==> config.mk <==
export PLATFORM = sky130hd
export DESIGN_NAME = dcrc_top
export DESIGN_NICKNAME = d
export VERILOG_FILES = /design/src/core/dcrc_pkg.sv /design/src/core/dcrc_top.sv
export SDC_FILE = /design/constraint.sdc
export NUM_CORES = 1
export LEC_CHECK = 0
export BUFFER_PORTS_ARGS = -buffer_cell sky130_fd_sc_hd__buf_2
export CAP_MARGIN = 20
export CORE_ASPECT_RATIO = 1.25
export CORE_UTILIZATION = 51
export CTS_CLUSTER_SIZE = 8
export DETAILED_ROUTE_END_ITERATION = 6
export GPL_ROUTABILITY_DRIVEN = 0
export PLACE_DENSITY = 0.68
export SYNTH_ARGS = -nofsm -noshare
export SYNTH_HDL_FRONTEND = slang
export SYNTH_SLANG_ARGS = --single-unit
==> constraint.sdc <==
create_clock -name ref_clk -period 138 [get_ports ref_clk]
set_input_delay 27.6 -clock ref_clk [delete_from_list [all_inputs] [get_ports ref_clk]]
set_output_delay 27.6 -clock ref_clk [all_outputs]
set_load 0.02 [all_outputs]
==> src/core/dcrc_pkg.sv <==
// constants, types and register map of the door closing reversal control block
//
// Function
// automatic mode: any reversing source reopens door itself and asserts reversal output
// external mode: reversing event drops to reduced speed, asserts output, waits
// external mode: reopening starts only after the controller's open command
// duration 00: reversal output held until the open command is asserted
// duration 01: reversal output held until the door open signal rises
// duration 02: reversal output is a fixed pulse, default half a second
// with external mode, controller configures only duration 00 or 02; control writes accept any duration code in either mode
// closing force above threshold during closing is an obstacle and reversing event
// autotune off: threshold never changes by obstacles or clean closings
// autotune is enabled after reset
// autotune: each force obstacle raises threshold 6 N, capped at ceiling
// autotune: each clean closing lowers threshold 0.1 N, floored at floor
// floor force defaults to 110 N, accepts 80 N to 150 N only
// threshold percentage defaults to 50, accepts 0 to 99
// ceiling defaults to 150 N, accepts 150 N to 300 N and motor limit
// percentage 0 gives exactly floor, 99 gives exactly ceiling
// autotune updates the stored percentage as the threshold moves
// obstacle detection and force limiter are off inside the closing blind zone
// blind offset spans -9 mm to +20 mm, default +5 mm
// centre-opening doors use twice the offset as blind distance
// contact edge during closing reverses door through complete reopening
// reversing events act only while closing; reversal output low after reset
// threshold interpolates linearly between floor and ceiling
package dcrc_pkg;
  // forces are in units of 0.1 N
  localparam int FORCE_W = 12;
  localparam logic [11:0] FLOOR_RST = 12'h044C;
  localparam logic [11:0] FLOOR_MIN = 12'h0320;
  localparam logic [11:0] FLOOR_MAX = 12'h05DC;
  localparam logic [11:0] CEIL_RST = 12'h05DC;
  localparam logic [11:0] CEIL_MIN = 12'h05DC;
  localparam logic [11:0] CEIL_MAX = 12'h0BB8;
  localparam logic [11:0] STEP_UP = 12'h003C;
  localparam logic [11:0] STEP_DOWN = 12'h0001;
  localparam logic [6:0] PCT_RST = 7'h32;
  localparam logic [6:0] PCT_MAX = 7'h63;
  // blind offset in mm, two's complement
  localparam logic signed [7:0] BLIND_RST = 8'sh05;
  localparam logic signed [7:0] BLIND_MIN = -8'sh09;
  localparam logic signed [7:0] BLIND_MAX = 8'sh14;
  // mode codes
  localparam logic REACT_AUTO = 1'b0;
  localparam logic REACT_EXT = 1'b1;
  localparam logic [1:0] DUR_OPEN_CMD = 2'h0;
  localparam logic [1:0] DUR_REOPEN = 2'h1;
  localparam logic [1:0] DUR_PULSE = 2'h2;
  // pulse timing
  localparam logic [15:0] PULSE_MS_RST = 16'h01F4;
  localparam int CLK_PERIOD_NS = 8;
  localparam int MS_IN_NS = 1000000;
  localparam int CYCLES_PER_MS = MS_IN_NS / CLK_PERIOD_NS;
  // register byte addresses
  localparam int ADDR_W = 8;
  localparam logic [7:0] ADDR_CTRL = 8'h00;
  localparam logic [7:0] ADDR_FLOOR = 8'h04;
  localparam logic [7:0] ADDR_CEIL = 8'h08;
  localparam logic [7:0] ADDR_PCT = 8'h0C;
  localparam logic [7:0] ADDR_BLIND = 8'h10;
  localparam logic [7:0] ADDR_PULSE = 8'h14;
  localparam logic [7:0] ADDR_STATUS = 8'h18;
  localparam logic [7:0] ADDR_THRESH = 8'h1C;
  // control field layout
  localparam int CTRL_REACT_BIT = 0;
  localparam int CTRL_DUR_LSB = 1;
  localparam int CTRL_TUNE_BIT = 3;
  localparam int CTRL_CENTRE_BIT = 4;
  localparam logic [4:0] CTRL_RST = 5'h08;
  typedef enum logic [1:0] {ST_IDLE, ST_WAIT_CMD, ST_REOPEN} dcrc_state_t;
endpackage

==> src/core/dcrc_top.sv <==
// door closing reversal control: obstacle reaction, reversal output shaping, force autotune, apb registers
//
// Decided for this implementation: the register addresses and register access over APB.
`timescale 1ns/100ps
module dcrc_top #(
  parameter int CYCLES_PER_MS = dcrc_pkg::CYCLES_PER_MS,
  parameter logic [11:0] MOTOR_MAX_FORCE = dcrc_pkg::CEIL_MAX
) (
  input wire logic ref_clk,
  input wire logic rst_n,
  input wire logic psel,
  input wire logic penable,
  input wire logic pwrite,
  input wire logic [7:0] paddr,
  input wire logic [31:0] pwdata,
  output logic [31:0] prdata,
  output logic pready,
  output logic pslverr,
  input wire logic openDoorCommand,
  input wire logic reversingContactInput,
  input wire logic closingActive,
  input wire logic closeDone,
  input wire logic doorOpenReached,
  input wire logic signed [15:0] doorPosition,
  input wire logic [11:0] closingForce,
  output logic reversalSignalOut,
  output logic doorOpenSignal,
  output logic reopenRequest,
  output logic reducedSpeed,
  output logic [11:0] forceThreshold
);
  // pin synchronisers
  logic openCmdMeta;
  logic openCmdSync;
  logic contactMeta;
  logic contactSync;
  logic contactPrev;
  // configuration
  logic reactMode;
  logic [1:0] durMode;
  logic forceAutotuneEnable;
  logic centreDoor;
  logic [11:0] forceFloor;
  logic [11:0] forceCeiling;
  logic [6:0] forceThresholdPercent;
  logic signed [7:0] closingBlindOffset;
  logic [15:0] pulseMs;
  logic recalc;
  logic hadObstacle;
  dcrc_pkg::dcrc_state_t state;
  logic [31:0] presc;
  logic [15:0] msLeft;
  // decode and events
  logic apbWr;
  logic apbSetup;
  logic wrErr;
  logic [31:0] next_prdata;
  logic next_pslverr;
  logic signed [8:0] blindDist;
  logic blindZone;
  logic detectOn;
  logic forceTrip;
  logic contactTrip;
  logic revEvent;
  logic cleanClose;
  logic msTick;
  logic [11:0] ceilLimit;
  logic [11:0] span;
  logic [18:0] interpProd;
  logic [18:0] interpQuot;
  logic [11:0] interpThr;
  logic [11:0] tunedThr;
  logic [18:0] pctProd;
  logic [18:0] pctQuot;
  logic [6:0] tunedPct;
  logic tuneStep;

  assign pready = 1'b1;
  assign apbWr = psel & penable & pwrite;
  assign apbSetup = psel & ~penable;

  always_ff @(posedge ref_clk) begin
    if (!rst_n) begin
      openCmdMeta <= 1'b0;
      openCmdSync <= 1'b0;
      contactMeta <= 1'b0;
      contactSync <= 1'b0;
      contactPrev <= 1'b0;
    end else begin
      openCmdMeta <= openDoorCommand;
      openCmdSync <= openCmdMeta;
      contactMeta <= reversingContactInput;
      contactSync <= contactMeta;
      contactPrev <= contactSync;
    end
  end

  // blind zone: position counts mm still to travel to panels closed, skate open
  always_comb begin
    if (centreDoor) begin
      blindDist = 9'(closingBlindOffset) <<< 1;
    end else begin
      blindDist = 9'(closingBlindOffset);
    end
  end
  assign blindZone = doorPosition <= 16'(blindDist);
  assign detectOn = closingActive & ~blindZone & (state == dcrc_pkg::ST_IDLE);
  assign forceTrip = detectOn & (closingForce > forceThreshold);
  assign contactTrip = detectOn & contactSync & ~contactPrev;
  assign revEvent = forceTrip | contactTrip;
  assign cleanClose = closeDone & ~hadObstacle & ~revEvent;

  // threshold arithmetic
  assign ceilLimit = (MOTOR_MAX_FORCE < dcrc_pkg::CEIL_MAX) ? MOTOR_MAX_FORCE : dcrc_pkg::CEIL_MAX;
  assign span = forceCeiling - forceFloor;
  assign interpProd = 19'(span) * 19'(forceThresholdPercent);
  assign interpQuot = interpProd / 19'(dcrc_pkg::PCT_MAX);
  // 99 percent gives quotient equal to span, so the endpoints are exact
  assign interpThr = forceFloor + interpQuot[11:0];
  assign tuneStep = forceAutotuneEnable & (forceTrip | cleanClose);
  always_comb begin
    tunedThr = forceThreshold;
    if (forceTrip) begin
      if (13'(forceThreshold) + 13'(dcrc_pkg::STEP_UP) >= 13'(forceCeiling)) begin
        tunedThr = forceCeiling;
      end else begin
        tunedThr = forceThreshold + dcrc_pkg::STEP_UP;
      end
    end else if (cleanClose) begin
      if (forceThreshold <= forceFloor + dcrc_pkg::STEP_DOWN) begin
        tunedThr = forceFloor;
      end else begin
        tunedThr = forceThreshold - dcrc_pkg::STEP_DOWN;
      end
    end
  end
  assign pctProd = 19'(tunedThr - forceFloor) * 19'(dcrc_pkg::PCT_MAX);
  assign pctQuot = (span == 12'h000) ? 19'h0_0000 : pctProd / 19'(span);
  // percent truncates, so a threshold between steps shows the lower percent
  assign tunedPct = (pctQuot > 19'(dcrc_pkg::PCT_MAX)) ? dcrc_pkg::PCT_MAX : pctQuot[6:0];

  // write checking: out-of-range values are refused and leave the register as it was
  always_comb begin
    wrErr = 1'b0;
    case (paddr)
      dcrc_pkg::ADDR_CTRL: wrErr = 1'b0;
      dcrc_pkg::ADDR_FLOOR: wrErr = pwdata[31:12] != 20'h0_0000 || pwdata[11:0] < dcrc_pkg::FLOOR_MIN ||
                                    pwdata[11:0] > dcrc_pkg::FLOOR_MAX;
      dcrc_pkg::ADDR_CEIL: wrErr = pwdata[31:12] != 20'h0_0000 || pwdata[11:0] < dcrc_pkg::CEIL_MIN ||
                                   pwdata[11:0] > ceilLimit;
      dcrc_pkg::ADDR_PCT: wrErr = pwdata[31:7] != 25'h000_0000 || pwdata[6:0] > dcrc_pkg::PCT_MAX;
      dcrc_pkg::ADDR_BLIND: wrErr = $signed(pwdata) < 32'(dcrc_pkg::BLIND_MIN) ||
                                    $signed(pwdata) > 32'(dcrc_pkg::BLIND_MAX);
      dcrc_pkg::ADDR_PULSE: wrErr = pwdata[31:16] != 16'h0000 || pwdata[15:0] == 16'h0000;
      default: wrErr = 1'b1;
    endcase
  end

  always_comb begin
    next_prdata = 32'h0000_0000;
    next_pslverr = 1'b0;
    case (paddr)
      dcrc_pkg::ADDR_CTRL: next_prdata = {27'h000_0000, centreDoor, forceAutotuneEnable, durMode, reactMode};
      dcrc_pkg::ADDR_FLOOR: next_prdata = {20'h0_0000, forceFloor};
      dcrc_pkg::ADDR_CEIL: next_prdata = {20'h0_0000, forceCeiling};
      dcrc_pkg::ADDR_PCT: next_prdata = {25'h000_0000, forceThresholdPercent};
      dcrc_pkg::ADDR_BLIND: next_prdata = 32'(closingBlindOffset);
      dcrc_pkg::ADDR_PULSE: next_prdata = {16'h0000, pulseMs};
      dcrc_pkg::ADDR_STATUS: next_prdata = {26'h000_0000, hadObstacle, blindZone, doorOpenSignal, reducedSpeed,
                                            reopenRequest, reversalSignalOut};
      dcrc_pkg::ADDR_THRESH: next_prdata = {20'h0_0000, forceThreshold};
      default: next_pslverr = 1'b1;
    endcase
    if (pwrite) begin
      next_prdata = 32'h0000_0000;
      next_pslverr = wrErr;
    end
  end

  // read data and error are captured in the setup cycle, so no wait state is needed
  always_ff @(posedge ref_clk) begin
    if (!rst_n) begin
      prdata <= 32'h0000_0000;
      pslverr <= 1'b0;
    end else if (apbSetup) begin
      prdata <= next_prdata;
      pslverr <= next_pslverr;
    end
  end

  always_ff @(posedge ref_clk) begin
    if (!rst_n) begin
      reactMode <= dcrc_pkg::CTRL_RST[dcrc_pkg::CTRL_REACT_BIT];
      durMode <= dcrc_pkg::CTRL_RST[dcrc_pkg::CTRL_DUR_LSB +: 2];
      forceAutotuneEnable <= dcrc_pkg::CTRL_RST[dcrc_pkg::CTRL_TUNE_BIT];
      centreDoor <= dcrc_pkg::CTRL_RST[dcrc_pkg::CTRL_CENTRE_BIT];
      forceFloor <= dcrc_pkg::FLOOR_RST;
      forceCeiling <= dcrc_pkg::CEIL_RST;
      closingBlindOffset <= dcrc_pkg::BLIND_RST;
      pulseMs <= dcrc_pkg::PULSE_MS_RST;
    end else if (apbWr && !wrErr) begin
      case (paddr)
        dcrc_pkg::ADDR_CTRL: begin
          reactMode <= pwdata[dcrc_pkg::CTRL_REACT_BIT];
          durMode <= pwdata[dcrc_pkg::CTRL_DUR_LSB +: 2];
          forceAutotuneEnable <= pwdata[dcrc_pkg::CTRL_TUNE_BIT];
          centreDoor <= pwdata[dcrc_pkg::CTRL_CENTRE_BIT];
        end
        dcrc_pkg::ADDR_FLOOR: forceFloor <= pwdata[11:0];
        dcrc_pkg::ADDR_CEIL: forceCeiling <= pwdata[11:0];
        dcrc_pkg::ADDR_BLIND: closingBlindOffset <= pwdata[7:0];
        dcrc_pkg::ADDR_PULSE: pulseMs <= pwdata[15:0];
        default: ;
      endcase
    end
  end

  // threshold and percent: floor, ceiling and percent writes request a fresh interpolation next cycle
  always_ff @(posedge ref_clk) begin
    if (!rst_n) begin
      forceThresholdPercent <= dcrc_pkg::PCT_RST;
      // interpolation of the reset settings, so the first recalc leaves it unchanged
      forceThreshold <= dcrc_pkg::FLOOR_RST + 12'((19'(dcrc_pkg::CEIL_RST - dcrc_pkg::FLOOR_RST) *
                                                 19'(dcrc_pkg::PCT_RST)) / 19'(dcrc_pkg::PCT_MAX));
      recalc <= 1'b1;
    end else begin
      if (apbWr && !wrErr && (paddr == dcrc_pkg::ADDR_FLOOR || paddr == dcrc_pkg::ADDR_CEIL ||
                              paddr == dcrc_pkg::ADDR_PCT)) begin
        recalc <= 1'b1;
        if (paddr == dcrc_pkg::ADDR_PCT) begin
          forceThresholdPercent <= pwdata[6:0];
        end
      end else if (tuneStep) begin
        forceThreshold <= tunedThr;
        forceThresholdPercent <= tunedPct;
      end else if (recalc) begin
        forceThreshold <= interpThr;
        recalc <= 1'b0;
      end
    end
  end

  // an obstacle in this closing blocks the clean-close decrement
  always_ff @(posedge ref_clk) begin
    if (!rst_n) begin
      hadObstacle <= 1'b0;
    end else if (revEvent) begin
      hadObstacle <= 1'b1;
    end else if (closeDone) begin
      hadObstacle <= 1'b0;
    end
  end

  // reaction sequencing
  always_ff @(posedge ref_clk) begin
    if (!rst_n) begin
      state <= dcrc_pkg::ST_IDLE;
    end else begin
      case (state)
        dcrc_pkg::ST_IDLE: begin
          if (revEvent) begin
            state <= (reactMode == dcrc_pkg::REACT_EXT) ? dcrc_pkg::ST_WAIT_CMD : dcrc_pkg::ST_REOPEN;
          end
        end
        dcrc_pkg::ST_WAIT_CMD: begin
          if (openCmdSync) begin
            state <= dcrc_pkg::ST_REOPEN;
          end
        end
        dcrc_pkg::ST_REOPEN: begin
          if (doorOpenReached) begin
            state <= dcrc_pkg::ST_IDLE;
          end
        end
        default: state <= dcrc_pkg::ST_IDLE;
      endcase
    end
  end
  assign reopenRequest = state == dcrc_pkg::ST_REOPEN;
  assign reducedSpeed = state == dcrc_pkg::ST_WAIT_CMD;

  always_ff @(posedge ref_clk) begin
    if (!rst_n) begin
      doorOpenSignal <= 1'b0;
    end else begin
      doorOpenSignal <= doorOpenReached;
    end
  end

  // pulse timer: a millisecond prescaler keeps the counter narrow
  assign msTick = presc == 32'(CYCLES_PER_MS - 1);
  always_ff @(posedge ref_clk) begin
    if (!rst_n) begin
      presc <= 32'h0000_0000;
      msLeft <= 16'h0000;
    end else if (revEvent) begin
      presc <= 32'h0000_0000;
      msLeft <= pulseMs;
    end else if (msLeft != 16'h0000) begin
      presc <= msTick ? 32'h0000_0000 : presc + 32'h0000_0001;
      if (msTick) begin
        msLeft <= msLeft - 16'h0001;
      end
    end
  end

  // reversal output: a new event wins over any clear in the same cycle
  always_ff @(posedge ref_clk) begin
    if (!rst_n) begin
      reversalSignalOut <= 1'b0;
    end else if (revEvent) begin
      reversalSignalOut <= 1'b1;
    end else if (reversalSignalOut) begin
      case (durMode)
        dcrc_pkg::DUR_OPEN_CMD: if (openCmdSync) reversalSignalOut <= 1'b0;
        dcrc_pkg::DUR_REOPEN: if (doorOpenSignal) reversalSignalOut <= 1'b0;
        dcrc_pkg::DUR_PULSE: if (msTick && msLeft == 16'h0001) reversalSignalOut <= 1'b0;
        default: if (openCmdSync) reversalSignalOut <= 1'b0;
      endcase
    end
  end
endmodule

# Yosys cells after proc, flatten, opt, wreduce, memory -nomap -nowiden

Cells that the tools add are included.

Add/sub/neg operators: 9
Multiply operators: 2
Div/mod/pow operators: 2
Magnitude comparators: 12
Eq/ne operators: 17
Mux-type cells: 34
Bitwise operators: 20
Reductions and logical operators: 38

Operator list:

| cell                    | count |
|---|---|
| $pmux W32 S8            | 1 |
| $mux W12                | 6 |
| $mux W32                | 2 |
| $mux W16                | 3 |
| $add A32 B1 Y32 const B | 1 |
| $eq A32 B17 Y1 const B  | 1 |
| $eq A8 B5 Y1 const B    | 4 |
| $gt A32 B6 Y1 const B   | 1 |
| $lt A32 B5 Y1 const B   | 1 |
| $reduce_bool A16 Y1     | 2 |
| $mux W7                 | 4 |
| $reduce_bool A25 Y1     | 1 |
| $reduce_bool A20 Y1     | 1 |
| $div A19 B12 Y19        | 1 |
| $div A19 B7 Y19 const B | 1 |
| $gt A19 B7 Y1 const B   | 1 |
| $mul A12 B7 Y19         | 1 |
| $mul A13 B8 Y19 const B | 1 |
| $mux W19                | 1 |
| $eq A16 B1 Y1 const B   | 1 |
| $eq A8 B4 Y1 const B    | 2 |
| $le A16 B9 Y1           | 1 |
| $logic_not A16 Y1       | 1 |
| $reduce_and A2 Y1       | 8 |
| 40 further kinds        | 87 |

Register bits: 164
Input bits: 78
Output and inout port bits: 50
Logic and storage cells: 158

# Depth between registers and ports, before layout

Gate-level depths: netlist (run 1).

Depth in word-level cells: 20
Mapped depth: 310
Mapped depth without buffers: 289

# Worst setup path before layout (run 1)

OpenSTA, ideal clock, no wires.

Path kind: input to register
Start point: input port doorPosition[1]
End point: register forceThresholdPercent[0]
Data arrival time: 80069 ps
Required time: 137866 ps
Path slack: 57797 ps
Stages on the path: 298
Path through: ha_1 -> nor2b_1 -> o21a_1 -> o21ai_0 -> nand2b_1 -> a21oi_1 -> nor2b_1 -> o21ai_0 -> nand2b_1 -> a21oi_1 -> nor3_1 -> nor2_1 -> a31oi_1 -> o21a_1 -> nand3_1 -> nor2_1 -> or3b_2 -> clkbuf_1 -> [... 262 more ...] -> a21oi_1 -> nor2b_1 -> o21ai_0 -> nand2b_1 -> a21oi_1 -> nor2b_1 -> o21ai_0 -> nand2b_1 -> a21oi_1 -> nor2b_1 -> o21ai_0 -> nand2b_1 -> a21oi_1 -> nand3_1 -> a21oi_1 -> o21ai_0 -> a2111oi_0 -> a21oi_1

Cells in the longest elaborated chain, start to end: 19

RTL lines:

| what                          | line            | RTL |
|---|---|---|
| start, declared               | dcrc_top.sv:24  | `input wire logic signed [15:0] doorPosition,` |
| $le A16 B9 Y1 *               | dcrc_top.sv:106 | `assign blindZone = doorPosition <= 16'(blindDist);` |
| $not A1 Y1 *                  | dcrc_top.sv:107 | `assign detectOn = closingActive & ~blindZone & (state == dcrc_pkg::ST_IDLE);` |
| $and A1 B1 Y1 * (2 in series) | dcrc_top.sv:107 |  |
| $and A1 B1 Y1 (2 in series)   | dcrc_top.sv:109 | `assign contactTrip = detectOn & contactSync & ~contactPrev;` |
| $or A1 B1 Y1                  | dcrc_top.sv:110 | `assign revEvent = forceTrip \| contactTrip;` |
| $not A1 Y1                    | dcrc_top.sv:111 | `assign cleanClose = closeDone & ~hadObstacle & ~revEvent;` |
| $and A1 B1 Y1                 | dcrc_top.sv:111 |  |
| $mux W12                      | dcrc_top.sv:129 | `end else if (cleanClose) begin` |
| $mux W12                      | dcrc_top.sv:123 | `if (forceTrip) begin` |
| $sub A12 B12 Y13              | dcrc_top.sv:137 | `assign pctProd = 19'(tunedThr - forceFloor) * 19'(dcrc_pkg::PCT_MAX);` |
| $mul A13 B8 Y19               | dcrc_top.sv:137 |  |
| $div A19 B12 Y19              | dcrc_top.sv:138 | `assign pctQuot = (span == 12'h000) ? 19'h0_0000 : pctProd / 19'(span);` |
| $mux W19                      | dcrc_top.sv:138 |  |
| $gt A19 B7 Y1                 | dcrc_top.sv:140 | `assign tunedPct = (pctQuot > 19'(dcrc_pkg::PCT_MAX)) ? dcrc_pkg::PCT_MAX : pctQuot[6:0];` |
| $mux W7                       | dcrc_top.sv:140 |  |
| $mux W7                       | dcrc_top.sv:233 | `end else if (tuneStep) begin` |
| $mux W7                       | dcrc_top.sv:227 | `if (apbWr && !wrErr && (paddr == dcrc_pkg::ADDR_FLOOR \|\| paddr == dcrc_pkg::ADDR_CEIL \|\|` |
| end signal, assigned          | dcrc_top.sv:221 | `forceThresholdPercent <= dcrc_pkg::PCT_RST;` |
| end signal, assigned          | dcrc_top.sv:231 | `forceThresholdPercent <= pwdata[6:0];` |
| end signal, assigned          | dcrc_top.sv:235 | `forceThresholdPercent <= tunedPct;` |
| end, declared                 | dcrc_top.sv:45  | `logic [6:0] forceThresholdPercent;` |

Every way passes the cells marked *; elsewhere a longest branch is shown, timed or not. The select of a mux whose other input is x is not followed.
A chain may end at the register's enable or synchronous reset.

# Final worst setup path (run 1)

Same ends and word-level chain as after synthesis.

==> tab_implementation.tex, run 1 <==
\begin{tabular}{lr}
\hline
Metric & Value \\
\hline
\multicolumn{2}{l}{\textbf{Logic synthesis}} \\
Number of enable flip-flop cells after synthesis & 0 \\
YS warnings & 0 \\
Post-Synthesis Mean Instance Area & 7.498 µm² \\
Post-synth net total & 3880 \\
Most common cell in the netlist & ha\_1 \\
Library cell with the largest summed area after synthesis & ha\_1 \\
Distinct cells, synth & approximately 110 \\
Number of register bits inferred by synthesis & roughly 150 \\
Synth Instances & approximately 3.4k \\
Post-synthesis instance area & between 20000 and 30000 µm² \\
Area share of the largest cell type after synthesis & 16.68\% \\
Sequential cell area fraction in the yosys report & a little under an eighth \\
Most common flop cell mapped by yosys & dfxtp\_1 \\
Top cells by area, synth & ha\_1 17\%, dfxtp\_1 12\%, fa\_1 5.6\% \\
Ranking of synthesized cells by instance count & 339 x ha\_1, 307 x nand2\_1, 284 x nor2\_1 \\
FFs w/ async S/R, synth & 0\% \\
\multicolumn{2}{l}{\textbf{Clock tree}} \\
Clock latency of the later-clocked register in the worst-skew pair & between 0.4 and 0.5 ns \\
Clock slew at reported path FFs & 0.06 ns \\
TritonCTS buffer count & 17 \\
TritonCTS clock tree & done \\
Maximum clock path buffer count & 2 \\
Cts repair resizes & 0 \\
H-tree Lvls & 4 \\
Clock root cell & clkbuf\_16 \\
Post-CTS Setup Repair Bufs & 0 \\
Clock Sinks & between 100 and 150 \\
Number of hold-repair buffers added at the cts stage & 0 \\
\multicolumn{2}{l}{\textbf{Layout}} \\
Area of all placed cells without fillers & 27070 µm² \\
Number of nets in the layout & just under 4k \\
Proportion of layout cells with a drive suffix above 1 & 9.152\% \\
Post-synthesis to final-layout area growth & 6.449\% \\
\multicolumn{2}{l}{\textbf{Setup path}} \\
Crit path largest cell delay & around 0.8 ns \\
Endpoint arrival time on the critical path & $\sim$85 ns \\
Worst-path maximum fanout & 34 \\
Worst EP required & 138.31 ns \\
Crit Path Category & input pin to register \\
Reg-to-reg slack, setup & 79.74 ns \\
Element type at the critical path end & register \\
Most prevalent standard cell on the critical path & o21a\_1 \\
Master of the slowest instance on the critical path & nor3b\_1 \\
Crit start category & input pin \\
\multicolumn{2}{l}{\textbf{Timing}} \\
Slew at the pin with the worst max-slew slack & between 1 and 1.5 ns \\
Count of endpoints failing hold in the final timing report & 0 \\
Number of setup violations in the final report & 0 \\
Maximum clock frequency & 11.83 MHz \\
Crit path time final & 84.56 ns \\
Final clock skew & about 0.011 ns \\
Headroom to the max-slew limit & about a third \\
Final total negative setup slack & 0 ns \\
Unrepaired setup endpoints after global routing & false \\
Post-route clock period utilization & between 60 and 70\% \\
Max-slew violation count & 0 \\
\multicolumn{2}{l}{\textbf{Routing}} \\
DRT iter0 DRCs & about 1.6k \\
Final Routed Wirelength & 75000 µm \\
Number of design rule violations left after detail routing & 0 \\
Detail Route Antenna Nets & 0 \\
Total number of vias & roughly 25k \\
Avg Vias per Cell & 6.221 \\
Router iterations before antenna repair & 6 \\
WL per Instance & roughly 18 µm \\
\multicolumn{2}{l}{\textbf{Die}} \\
Number of primary I/O pins & roughly 130 \\
Floorplan core area & 49300 µm² \\
Die width & around 200 µm \\
Count of standard-cell rows & 91 \\
Die Y-Extent & between 200 and 300 µm \\
Effective utilization at floorplan & between 50\% and 60\% \\
Floorplan die area & about 51000 µm² \\
\multicolumn{2}{l}{\textbf{Flow run}} \\
Max Cap Violations & 0 \\
\multicolumn{2}{l}{\textbf{Place}} \\
Placed Instance Area & 26470 µm² \\
IO Port Bufs & approximately 130 \\
Final HPWL from detailed placement & approximately 60000 µm \\
\multicolumn{2}{l}{\textbf{GRT}} \\
Via count of the first global-routing pass & $\sim$25k \\
Global-route wire length before repair & between 100000 and 150000 µm \\
Leftover overflow at the end of global routing & 0 \\
Total track usage & just under 30\% \\
Number of antenna violations at the first check in global routing & 1 \\
Pin count of the biggest net entering global routing & 120 \\
\multicolumn{2}{l}{\textbf{Min path}} \\
Min-delay worst type & register to register \\
\multicolumn{2}{l}{\textbf{Run status}} \\
Status & completed \\
\hline
\end{tabular}
-- state kept, by name (all words and copies together), names as in the netlist, 2 cells and up --
name / flops
pulseMs: 16
forceFloor: 12
closingBlindOffset: 8
forceThresholdPercent: 7
presc: 32
forceCeiling: 12
durMode: 2
forceThreshold: 12
state: 2
prdata: 17
msLeft: 16
-- cell families after synthesis --
family,count (synthesis),synth area share (%)
AND/OR/NAND/NOR,1230,23.65
AO/OA/AOI/OAI,912,24.96
multiplexers,121,5.037
flip-flops,149,11.73
other,1,0.01474
XOR/XNOR,177,6.184
buffers and inverters,391,6.129
adder cells (fa/ha/maj),411,22.30
-- worst paths after layout --
path | endpoint | cells past startpoint | start
max | forceThresholdPercent[0] | 285 | doorPosition[1]
min | openCmdSync | 1 | openCmdMeta
max reg2reg | forceThresholdPercent[0] | 285 | centreDoor
min reg2reg | openCmdSync | 1 | openCmdMeta
-- critical path: cells and delay by family --
family                     cells  cell delay [ns]
xor gates and xnor gates       3             0.78
AOI/OAI and AO/OA            175            33.93
and+or+nand+nor               55             9.46
buffers and inverters         19             2.43
muxes                          8             2.49
adders and majority gates     25             8.01
-- per-layer routing --
metal | vias to the layer above | wire (µm) | GRT usage [%]
met4 | 0 | 3337 | 13.27
met1 | 12040 | 30970 | 34.12
met3 | 201 | 3747 | 2.738
li1 | 12320 | - | -
met2 | 838 | 36940 | 52.89
met5 | - | 0 | 0
-- layout make-up --
cell class,count,area (µm²)
inverter,240,902.1
clock buffer,18,439.2
fill,4693,22230
sequential,149,2983
timing repair buffer,158,875.8
antenna,1,2.502
tap,651,814.5
clock inverter,14,140.1
multi-input combinational,2852,20920
-- placed cells by master, fill, tap and decap left out, drive strengths merged, types with 65 or more instances in the layout --
cell type / synthesis / final
ha: 339 / 339
nand2: 307 / 307
nor2: 287 / 287
inv: 238 / 244
a21oi: 184 / 184
o21ai: 173 / 173
nor3: 170 / 170
buf: 35 / 158
dfxtp: 149 / 149
o21a: 136 / 136
xnor2: 120 / 120
nor2b: 104 / 104
mux2i: 77 / 77
fa: 71 / 71
nand3: 68 / 68
a21o: 65 / 65
-- metrics by stage --
| step | util (%) | cells | hold WS [ns] | setup WS, ns |
|---|---|---|---|---|
| 6_report | 54.92 | 4083 | 0.4583 | 53.44 |
| 5_1_grt | 54.92 | 4083 | 0.4712 | 48.93 |
| 4_1_cts | 54.86 | 4079 | 0.4634 | 54.18 |
| 3_5_place_dp | 53.69 | 4047 | 0.4312 | 53.88 |
| 3_3_place_gp | 53.67 | 4046 | 0.4357 | 56.28 |
| 2_1_floorplan | - | 3392 | 0.4119 | 57.80 |
Power of run 1 is left out: the tool's default activity adds up to more than one toggle a clock period on the data nets, which glitch-free logic cannot reach.
==> inputs of run 2 (changes only) <==
Settings changed: PLACE_DENSITY 0.68 to 0.71.
Clock period 138 ns to 70.5 ns, I/O delays scaled along.
==> run 2 against run 1 <==
Net effect: the flow now finishes with violations (DRC); register-to-register slack worse by 63 ns; worst hold slack worse by 0.010 ns; die area stayed put; first-iteration DRC count is 4.7% higher; utilization is 0.41 points higher; critical path depth is 2 higher; non-clock buffer count is 14 higher; via count is 1.6% lower; count of clock-buffer cells in the layout stayed put; flip-flop and latch count stayed put; clock skew is 0.00098 ns higher; sequential share of layout area is 0.082 points lower; critical path type unchanged; critical endpoint unchanged.
==> tab_implementation.tex, run 2 (synthesis results as in run 1) <==
\begin{tabular}{lr}
\hline
Metric & Value \\
\hline
\multicolumn{2}{l}{\textbf{Setup path}} \\
Reg-to-reg slack, setup & 17.12 ns \\
Endpoint arrival time on the critical path & between 60 and 70 ns \\
Crit start category & input pin \\
Number of gates on the worst path with buffers counted & 287 \\
Depth of the most critical reg-to-reg path & approximately 290 \\
Startpoint of the lowest-slack register-to-register path & centreDoor \\
Worst-path maximum fanout & 34 \\
Critical path origin & doorPosition[1] \\
Crit Path Category & input pin to register \\
Number of buffers and inverters on the critical path & 16 \\
Most prevalent standard cell on the critical path & o21a\_1 \\
Delay-heaviest family, CP & compound AO/OA/AOI/OAI gates \\
Master of the slowest instance on the critical path & fa\_1 \\
Element type at the critical path end & register \\
Worst EP required & 70.82 ns \\
Crit path largest cell delay & around 0.58 ns \\
Critical path endpoint & forceThresholdPercent[0] \\
R2r endpoint & forceThresholdPercent[0] \\
\multicolumn{2}{l}{\textbf{Layout}} \\
Filler cell count & roughly 4.8k \\
Commonest cells after routing, fill and taps aside & 339 x ha\_1, 306 x nand2\_1, 281 x nor2\_1, 237 x inv\_1, 178 x a21oi\_1 \\
Reg area & a little under 3000 µm² \\
Proportion of layout cells with a drive suffix above 1 & under 10\% \\
Area of all placed cells without fillers & 27280 µm² \\
Leading cell type in the layout, fill and taps excluded & ha\_1 \\
Register name with the most flops & presc \\
Max reg flops & 32 \\
Biggest regs & presc x32, prdata x17 \\
Number of nets in the layout & between 3k and 4k \\
Count of antenna diodes in the layout & 0 \\
Post-synthesis to final-layout area growth & 7.251\% \\
Footprint of the multi-input gates & around 21000 µm² \\
\multicolumn{2}{l}{\textbf{GRT}} \\
Total track usage & 28.33\% \\
Global-route wire length before repair & about 120000 µm \\
Pin count of the biggest net entering global routing & between 100 and 150 \\
Via count of the first global-routing pass & around 24k \\
Leftover overflow at the end of global routing & 0 \\
Number of antenna violations at the first check in global routing & 1 \\
\multicolumn{2}{l}{\textbf{Routing}} \\
Detail Route Antenna Nets & 0 \\
Avg Vias per Cell & between 6 and 7 \\
WL per Instance & 17.83 µm \\
Total number of vias & 24.99k \\
Router iterations before antenna repair & 7 \\
DRT iter0 DRCs & 1661 \\
Number of design rule violations left after detail routing & 2 \\
Final Routed Wirelength & approximately 73000 µm \\
\multicolumn{2}{l}{\textbf{Die}} \\
Effective utilization at floorplan & 51.59\% \\
Count of standard-cell rows & 91 \\
Number of primary I/O pins & 128 \\
Die Y-Extent & about 250 µm \\
Floorplan core area & roughly 49000 µm² \\
Floorplan die area & roughly 50000 µm² \\
Die width & between 200 and 250 µm \\
\multicolumn{2}{l}{\textbf{Clock tree}} \\
H-tree Lvls & 4 \\
Clock slew at reported path FFs & about 0.070 ns \\
Maximum clock path buffer count & 2 \\
TritonCTS clock tree & done \\
Clock latency of the later-clocked register in the worst-skew pair & between 0.4 and 0.5 ns \\
Clock Sinks & around 150 \\
Clock root cell & clkbuf\_16 \\
TritonCTS buffer count & 17 \\
\multicolumn{2}{l}{\textbf{Place}} \\
Final HPWL from detailed placement & 56980 µm \\
Placed Instance Area & 26530 µm² \\
IO Port Bufs & $\sim$130 \\
\multicolumn{2}{l}{\textbf{Timing}} \\
Post-route clock period utilization & approximately 94\% \\
Worst hold margin & 0.4480 ns \\
Final clock skew & 0.01161 ns \\
Maximum clock frequency & around 15 MHz \\
Number of setup violations in the final report & 0 \\
Count of endpoints failing hold in the final timing report & 0 \\
Slew at the pin with the worst max-slew slack & 1.024 ns \\
Max-slew violation count & 0 \\
Headroom to the max-slew limit & 31.23\% \\
Final total negative setup slack & 0 ns \\
Crit path time final & 66.12 ns \\
\multicolumn{2}{l}{\textbf{Run status}} \\
Violations in the final reports & DRC \\
Status & complete, but fails checks \\
\multicolumn{2}{l}{\textbf{Flow run}} \\
Max Cap Violations & 0 \\
\multicolumn{2}{l}{\textbf{Min path}} \\
HP Start & openCmdMeta \\
Min-delay worst type & register to register \\
\hline
\end{tabular}
[run 2: repair_timing]
| item | 4_1_cts | 5_1_grt |
|---|---|---|
| hold buffers | 0 | 0 |
| buffers inserted | 0 | 7 |
| endpoints found under the setup margin | 0 | 2 |
| gates resized for setup | 0 | 21 |
[run 2: area by class of cell]
type	instances	share of cell area [%]
multi-input combinational	2852	76.91
inverter	240	3.307
clock buffer	18	1.610
timing repair buffer	172	3.619
clock inverter	13	0.6376
tap	651	2.986
sequential	149	10.93
[run 2: layer usage]
metal | up-vias | part of all wire, % | GRT usage (%) | routed length, µm
met3 | 187 | 4.6 | 2.557 | 3378
met1 | 11720 | 42 | 33.36 | 30510
met5 | - | 0 | 0 | 0
met2 | 722 | 49 | 51.85 | 35910
met4 | 0 | 4.4 | 12.51 | 3210
li1 | 12360 | - | - | -
[run 2: worst min-delay path by stage]
stage,to,slack [ns],cells past startpoint
CTS,contactSync,0.45,1
finish,openCmdSync,0.45,1
global route,openCmdSync,0.47,1
global placement,contactSync,0.43,1
detailed placement,contactSync,0.43,1
floorplan,contactSync,0.41,1
[run 2: through the flow]
step / util [%] / worst slack (ns) / std cells
5_1_grt: 55.33 / -0.06975 / 4095
3_5_place_dp: 53.81 / 1.125 / 4056
6_report: 55.33 / 4.382 / 4095
4_1_cts: 55.05 / 1.471 / 4087
2_1_floorplan: - / 3.797 / 3392
3_3_place_gp: 53.79 / 2.386 / 4055
Power of run 2 is left out for the same reason.
